## src/test_access_defs.vh

```
`ifndef TEST_ACCESS_DEFS_VH
`define TEST_ACCESS_DEFS_VH

// ----------------------------------------------------------------------------
// self-test timing and result
// ----------------------------------------------------------------------------
`define BIST_CYCLES 295000
`define BIST_CNT_W 19
`define BIST_PASS_VALUE 32'h0000_0000
`define RESET_VECTOR 32'h0FFF_FFF0
`define STRAP_DELAY 2'h3

// ----------------------------------------------------------------------------
// tap controller states, one-hot
// ----------------------------------------------------------------------------
`define TAP_TLR 16'h0001
`define TAP_RTI 16'h0002
`define TAP_SEL_DR 16'h0004
`define TAP_CAP_DR 16'h0008
`define TAP_SHIFT_DR 16'h0010
`define TAP_EXIT1_DR 16'h0020
`define TAP_PAUSE_DR 16'h0040
`define TAP_EXIT2_DR 16'h0080
`define TAP_UPD_DR 16'h0100
`define TAP_SEL_IR 16'h0200
`define TAP_CAP_IR 16'h0400
`define TAP_SHIFT_IR 16'h0800
`define TAP_EXIT1_IR 16'h1000
`define TAP_PAUSE_IR 16'h2000
`define TAP_EXIT2_IR 16'h4000
`define TAP_UPD_IR 16'h8000

// ----------------------------------------------------------------------------
// instruction register
// ----------------------------------------------------------------------------
`define IR_W 5
`define IR_CAPTURE 5'h01
`define IR_EXTEST 5'h00
`define IR_SAMPLE 5'h01
`define IR_IDCODE 5'h02
`define IR_BYPASS 5'h1F

// ----------------------------------------------------------------------------
// boundary register layout
// ----------------------------------------------------------------------------
`define BSR_LEN 281
`define BSR_MSB 280
`define BSR_OUT_CELLS 129
`define BSR_IN_CELLS 22

// ----------------------------------------------------------------------------
// identification register; version, part and maker values are arbitrary
// ----------------------------------------------------------------------------
`define ID_VERSION 4'h0
`define ID_PART 16'h1234
`define ID_MAKER 11'h2AA
`define ID_LSB 1'h1

`endif
```

## src/test_access_and_self_test.v

```verilog
`timescale 1ns/10ps
`default_nettype none
`include "test_access_defs.vh"

// ----------------------------------------------------------------------------
// fault record fifo
// ----------------------------------------------------------------------------
module fault_fifo #(
  parameter WIDTH = 32,
  parameter DEPTH = 16,
  parameter AW = 4
)
(
  input wire i_clk,
  input wire i_reset_n,
  input wire i_in_valid,
  output wire o_in_ready,
  input wire [WIDTH-1:0] i_in_data,
  output wire o_out_valid,
  input wire i_out_ready,
  output wire [WIDTH-1:0] o_out_data
);
  reg [WIDTH-1:0] mem [0:DEPTH-1]; // storage, no reset needed
  reg [AW:0] wr_ptr_ff; // extra bit tells full from empty
  reg [AW:0] rd_ptr_ff;
  wire full;
  wire empty;
  wire do_wr;
  wire do_rd;

  assign empty = (wr_ptr_ff == rd_ptr_ff);
  assign full = (wr_ptr_ff[AW] != rd_ptr_ff[AW]) && (wr_ptr_ff[AW-1:0] == rd_ptr_ff[AW-1:0]);
  assign o_in_ready = ~full;
  assign o_out_valid = ~empty;
  assign o_out_data = mem[rd_ptr_ff[AW-1:0]];
  assign do_wr = i_in_valid & ~full;
  assign do_rd = i_out_ready & ~empty;

  // write side
  always @(posedge i_clk)
  begin
    if (do_wr)
    begin
      mem[wr_ptr_ff[AW-1:0]] <= i_in_data;
    end
  end

  // pointers
  always @(posedge i_clk or negedge i_reset_n)
  begin
    if (!i_reset_n)
    begin
      wr_ptr_ff <= {(AW+1){1'b0}};
      rd_ptr_ff <= {(AW+1){1'b0}};
    end
    else
    begin
      if (do_wr)
      begin
        wr_ptr_ff <= wr_ptr_ff + {{AW{1'b0}}, 1'b1};
      end
      if (do_rd)
      begin
        rd_ptr_ff <= rd_ptr_ff + {{AW{1'b0}}, 1'b1};
      end
    end
  end
endmodule


`default_nettype wire

```

## config.mk

```make
export PLATFORM = sky130hd
export DESIGN_NAME = fault_fifo
export DESIGN_NICKNAME = d
export VERILOG_FILES = /design/src/test_access_and_self_test.v
export VERILOG_INCLUDE_DIRS = /design/src
export SDC_FILE = /design/constraint.sdc
export NUM_CORES = 1
export LEC_CHECK = 0
export BUFFER_PORTS_ARGS = -buffer_cell sky130_fd_sc_hd__clkbuf_2
export CORE_MARGIN = 4
export CORE_UTILIZATION = 60
export DETAILED_ROUTE_END_ITERATION = 8
export PLACE_DENSITY = 0.83
export SKIP_CTS_REPAIR_TIMING = 1
export SYNTH_ARGS = -nofsm -noshare
export SYNTH_HDL_FRONTEND = slang
export SYNTH_SLANG_ARGS = --single-unit
```

## constraint.sdc

```tcl
create_clock -name i_clk -period 13.2 [get_ports i_clk]
set_input_delay 1.32 -clock i_clk [delete_from_list [all_inputs] [get_ports i_clk]]
set_output_delay 1.32 -clock i_clk [all_outputs]
set_load 0.05 [all_outputs]
```

==> results of run 1 <==
[worst reg2reg max path: cells and delay by family, from the launching register on]
| kind | cells | cell delay (ns) |
|---|---|---|
| XOR/XNOR | 1 | 0.25 |
| flip-flops | 1 | 0.80 |
| buffers and inverters | 2 | 1.20 |
| AND/OR/NAND/NOR | 3 | 0.67 |
[report_power, final]
group	switching [µW]	leakage [µW]	internal (µW)
Combinational	1040	0.00162	582
Clock	565	0.000724	758
Sequential	175	0.00474	2010
[cells in the mapped netlist (all sizes together) (2+ instances only)]
cell      n  area [µm²]
nand2b    4        25.0
o211ai    3        22.5
o22ai    64         400
mux4    128        2960
o21ai     2        17.5
nor4      4        25.0
inv       3        11.3
ha        5        62.6
nand4     3        33.8
xnor2    10        87.6
clkbuf   14        60.1
nor3     13        65.1
dfrtp    10         250
and3      2        12.5
edfxtp  512       15400
xor2      2        17.5
nor2     35         139
mux2      2        22.5
buf      34         307
nand2     8        30.0
[state kept, by name, indices dropped and copies added, names as in the netlist]
signal     cells
mem          512
rd_ptr_ff      5
wr_ptr_ff      5
[worst paths after layout]
check | startpoint | cells after the start | end
max | rd_ptr_ff[1]$_DFFE_PN0P_ | 6 | o_out_data[23]
min | wr_ptr_ff[0]$_DFFE_PN0P_ | 1 | wr_ptr_ff[0]$_DFFE_PN0P_
max reg2reg | rd_ptr_ff[1]$_DFFE_PN0P_ | 6 | mem[0][19]$_DFFE_PP_
min reg2reg | wr_ptr_ff[0]$_DFFE_PN0P_ | 1 | wr_ptr_ff[0]$_DFFE_PN0P_
max in group asynchronous | i_reset_n | 1 | rd_ptr_ff[0]$_DFFE_PN0P_
min in group asynchronous | i_reset_n | 1 | rd_ptr_ff[3]$_DFFE_PN0P_
[metal layers]
metal / share of wire / track usage / vias up
met4: 0.037 / 0.0890 / 2
met3: 0.079 / 0.0458 / 115
met2: 0.52 / 0.414 / 513
met1: 0.36 / 0.325 / 4939
met5: 0.00030 / 0 / -
li1: - / - / 3879
[stage by stage]
step | power, µW | cells | hold slack [ns]
2_1_floorplan | 3450 | 864 | 0.535
3_3_place_gp | 3780 | 1347 | 0.557
3_5_place_dp | 3830 | 1347 | 0.591
4_1_cts | 5170 | 1431 | 0.615
5_1_grt | 5320 | 1431 | 0.648
6_report | 5130 | 1431 | 0.615
[logic make-up (layout without fill, tap and decap cells)]
family,after synthesis,after routing,synth area share
buf+inv,51,176,0.0189
flops,522,522,0.783
compound gates,72,72,0.0231
mux,130,130,0.149
simple gates,72,72,0.0176
fa+ha+maj,5,5,0.00313
xor+xnor,12,12,0.00526
[final cells by class]
cell class,instances,area share
clock buffers,62,0.0573
clock inverters,22,0.00945
inverters,3,0.000506
multi-input cells,291,0.183
flip-flops and latches,522,0.703
well taps,442,0.0249
repair buffers,89,0.0223
==> out/qor.txt, run 1 <==
Commonest non-fill, non-tap cell in the layout - edfxtp_1
Main flop type after synthesis - edfxtp_1
Worst-skew pair later-pin latency - 0.55 ns
Port Buf Inserts - 69
Multi-input gate area - 4060 µm²
Final setup viols - 0
Synth Area per Inst - 23.1 µm²
Global-route wire length before repair - 64.7 mm
CTS clock-pin slew for the worst setup and hold paths - 0.06 ns
Chip Width - 190 µm
CP Data Required Time - 11.88 ns
Synth Instances - 864
Post-Place Worst Slack - 8.56 ns
DRT Pass-1 Iters - 5
CTS tree - done
Share of cells above drive strength 1 - 0.290
Worst-path cell chain - buf_4 > buf_4 > mux4_1 > o22ai_1 > nor2_1 > clkbuf_2
Worst-path fanout max - 37
Die height - 190 µm
Diode count - 0
Placed Area - 20,800 µm²
Power Density - 231 nW/µm²
Slew margin rel. - 0.292
Total die area - 36,300 µm²
Worst R2R Setup Slack - 9.85 ns
Via/cell ratio - 6.60
Total CTS buffers - 49
Antenna violations before repair - 1
CP bufs+invs - 3
Crit path kind - register to primary output
Pin count of the biggest net entering global routing - 71
Core Util, Final - 0.680
EDFF count, synth - 512
Clock Tree Buf Depth - 3
Setup_tns - 0 ns
Design area - 22,200 µm²
Synthesized flop and latch total - 522
Tcrit/Tclk final - 0.395
WL final - 43.7 mm
Rows - 66
# IOs - 70
Syn. warnings - 0
Fmax - 192 MHz
Startpoint types - register
Top delay family on crit path - buffers and inverters
Distinct cell type count after synthesis - 34
H-tree Lvls - 2
VDD IR max - 0.000219 V
Tmin final - 5.22 ns
Register Area - 15,600 µm²
Worst Path Arrival - 3.90 ns
Ys async rst share - 0.0192
Post-DP HPWL - 20.2 mm
CTS sink cnt - 522
Total of max-cap violations - 0
Final worst slack - 7.98 ns
Register area share after synthesis - 0.783
Slowest CP cell - dfrtp_4
Drt first-iter violations - 1,181
# nets final - 997
CP most frequent cell - buf_4
Pleak - 0.00709 µW
Syn_nets - 905
ANT nets after route - 0
Via count - 9,448
Area grow syn2layout - 11.4%
Status - complete, no violations
Initial Utilization - 0.611
Fill count - 1,977
Gpl congestion - 0.787
Clk root buf - clkbuf_16
Most frequent cells in the layout - edfxtp_1 (512), mux4_2 (107), clkbuf_2 (69)
Slowest stage delay, CP - 0.80 ns
Post-Syn Area - 20,000 µm²
Unrepaired setup endpoints after global routing - no
Worst slew pin tran - 1.06 ns
Endpoints failing hold - 0
Wire length per cell - 30.5 µm
Gr ovfl total - 0
Final slew viol count - 0
DRC viols - 0
Setup crit end kind - primary output
Worst min path class - register to register
Tot GR Track Use - 0.245
Fin Clk Skew - 0.0245 ns
Core area - 32,700 µm²
Vias in the first global route - 10.0k
(Power assumes the default switching activity.)
==> run 2, diff against run 1 <==
--- a/config.mk
+++ b/config.mk
@@ -8,9 +8,9 @@
 export LEC_CHECK = 0
 export BUFFER_PORTS_ARGS = -buffer_cell sky130_fd_sc_hd__clkbuf_2
 export CORE_MARGIN = 4
-export CORE_UTILIZATION = 60
+export CORE_UTILIZATION = 55
 export DETAILED_ROUTE_END_ITERATION = 8
-export PLACE_DENSITY = 0.83
+export PLACE_DENSITY = 0.8
 export SKIP_CTS_REPAIR_TIMING = 1
 export SYNTH_ARGS = -nofsm -noshare
 export SYNTH_HDL_FRONTEND = slang
==> constraint.sdc (replaced) <==
create_clock -name i_clk -period 4.2 [get_ports i_clk]
set_input_delay 0.42 -clock i_clk [delete_from_list [all_inputs] [get_ports i_clk]]
set_output_delay 0.42 -clock i_clk [all_outputs]
set_load 0.05 [all_outputs]
==> out/qor.txt, run 2 (synthesis results as in run 1) <==
Status - complete, no violations (unchanged)
Wire length per cell - 29.1 µm (was 30.5 µm)
Antenna violations before repair - 1 (unchanged)
Via count - 9,472 (was 9,448)
VDD IR max - 0.000523 V (was 0.000219 V)
Tot GR Track Use - 0.223 (was 0.245)
CP bufs+invs - 2 (was 3)
Gr ovfl total - 0 (unchanged)
Net load switching power - 5650 µW (was 1790 µW)
Clock power share - 0.262 (was 0.258)
DRC viols - 0 (unchanged)
Slowest CP cell - dfrtp_4 (unchanged)
Die height - 199 µm (was 190 µm)
Fin Clk Skew - 0.0160 ns (was 0.0245 ns)
Slowest stage delay, CP - 0.80 ns (about the same)
Initial Utilization - 0.560 (was 0.611)
Rows - 69 (was 66)
Largest register FFs - 512 (unchanged)
Final slew viol count - 0 (unchanged)
Worst Path Arrival - 3.03 ns (was 3.90 ns)
WL final - 42.8 mm (was 43.7 mm)
Via/cell ratio - 6.45 (was 6.60)
Final setup viols - 0 (unchanged)
CTS sink cnt - 522 (unchanged)
Area grow syn2layout - 12.6% (was 11.4%)
Total of max-cap violations - 0 (unchanged)
Post-DP HPWL - 21.4 mm (was 20.2 mm)
Pleak - 0.00720 µW (was 0.00709 µW)
Unrepaired setup endpoints after global routing - no (unchanged)
Part of the power in registers - 0.409 (was 0.425)
Drt first-iter violations - 1,114 (was 1,181)
# IOs - 70 (unchanged)
CP Data Required Time - 3.78 ns (was 11.88 ns)
Endpoints failing hold - 0 (unchanged)
Tmin final - 3.45 ns
Core area - 35,700 µm² (was 32,700 µm²)
Slew margin rel. - 0.447 (was 0.292)
Fmax - 290 MHz
Fill count - 2,296 (was 1,977)
Chip Width - 199 µm (was 190 µm)
Combinational Power Share - 0.329 (was 0.317)
Global-route wire length before repair - 64.7 mm (about the same)
Worst-path cell chain - buf_4 > mux4_2 > o22ai_1 > nor2_1 > clkbuf_2 (was buf_4 > buf_4 > mux4_1 > o22ai_1 > nor2_1 > clkbuf_2)
Final worst slack - 0.754 ns (was 7.98 ns)
# nets final - 1,011 (was 997)
Top delay family on crit path - flip-flops (was buffers and inverters)
Commonest non-fill, non-tap cell in the layout - edfxtp_1 (unchanged)
Cell-internal power - 10,700 µW (was 3350 µW)
Tcrit/Tclk final - 0.821
Worst-path fanout max - 30 (was 37)
Total CTS buffers - 50 (was 49)
CTS tree - done (unchanged)
CTS clock-pin slew for the worst setup and hold paths - 0.06 ns (about the same)
Core Util, Final - 0.631 (was 0.680)
Clk root buf - clkbuf_16 (unchanged)
Switching share of power - 0.346 (was 0.348)
Clock Tree Buf Depth - 3 (unchanged)
Vias in the first global route - 9,809 (was 10.0k)
Setup crit end kind - primary output (unchanged)
Startpoint types - register (unchanged)
Port Buf Inserts - 69 (unchanged)
Share of cells above drive strength 1 - 0.299 (was 0.290)
Pin count of the biggest net entering global routing - 44 (was 71)
Worst slew pin tran - 0.829 ns (was 1.06 ns)
Crit path kind - register to primary output (unchanged)
DRT Pass-1 Iters - 5 (unchanged)
Most frequent cells in the layout - edfxtp_1 (512), mux4_2 (107), clkbuf_2 (69) (unchanged)
Diode count - 0 (unchanged)
Gpl congestion - 0.746 (was 0.787)
Total die area - 39,400 µm² (was 36,300 µm²)
Worst min path class - input pin to register (was register to register)
ANT nets after route - 0 (unchanged)
Post-Place Worst Slack - 1.29 ns (was 8.56 ns)
Worst-skew pair later-pin latency - 0.56 ns (was 0.55 ns)
H-tree Lvls - 2 (unchanged)
Power Density - 725 nW/µm² (was 231 nW/µm²)
[run 2: cell count changes in the layout (fill, tap and decap cells not counted)]
cell           previous run  this run
clkbuf_1                 13         9
clkbuf_16                49        51
dlygate4sd3_1             0         1
clkinv_1                  8        16
clkinv_4                  2         0
buf_4                    20        27
inv_6                     0         1
clkinv_2                  7         8
buf_12                    0         5
[run 2: area by class of cell]
type,instances,area [µm²],area share
Multi-Input combinational cell,291,4060,0.181
Clock inverter,30,236,0.0105
Timing Repair Buffer,102,658,0.0293
Inverter,3,11.3,0.000501
Tap cell,461,577,0.0256
Clock buffer,60,1310,0.0583
Sequential cell,522,15600,0.695
[run 2: final timing paths]
check                                         startpoint                       end  slack [ns]  cells after the start
worst max-delay path            rd_ptr_ff[1]$_DFFE_PN0P_            o_out_data[24]        0.75                      5
worst min-delay path                         i_out_ready  rd_ptr_ff[0]$_DFFE_PN0P_        0.18                      3
worst max register to register  rd_ptr_ff[1]$_DFFE_PN0P_      mem[1][25]$_DFFE_PP_        1.36                      5
worst min register to register  rd_ptr_ff[4]$_DFFE_PN0P_  rd_ptr_ff[4]$_DFFE_PN0P_        0.59                      2
max in group asynchronous                      i_reset_n  rd_ptr_ff[2]$_DFFE_PN0P_        3.69                      2
min in group asynchronous                      i_reset_n  rd_ptr_ff[0]$_DFFE_PN0P_        0.27                      2
[run 2: power by group through the flow]
stage	registers (µW)	logic, µW	clock network [µW]
finish	6660	5370	4270
global route	6720	5680	4570
CTS	6670	5450	4330
detailed placement	6760	5390	0
global placement	6720	5310	0
floorplan	6530	4320	0
[run 2: through the flow]
step / setup TNS, ns / hold slack, ns / cell area [µm²] / instances / total power (µW)
after floorplan: -45.37 / 0.124 / 20000 / 864 / 10800
after global placement: 0 / 0.306 / 20900 / 1378 / 12000
after detailed placement: 0 / 0.306 / 20900 / 1378 / 12100
after CTS: 0 / -0.276 / 22500 / 1468 / 16400
after global routing: 0 / 0.203 / 22500 / 1469 / 17000
final: 0 / 0.183 / 22500 / 1469 / 16300
[run 2: tightest hold or removal path, delay by kind of cell]
kind | cells | cell delay, ns
buf+inv | 1 | 0.12
compound gates | 1 | 0.09
xor+xnor | 1 | 0.06
[run 2: routing by layer]
metal,global-route usage,vias to the layer above,wire length [µm]
met2,0.373,516,21800
met5,0,-,16
met1,0.311,4941,16200
met4,0.0633,2,1190
li1,-,3917,-
met3,0.0381,96,3590
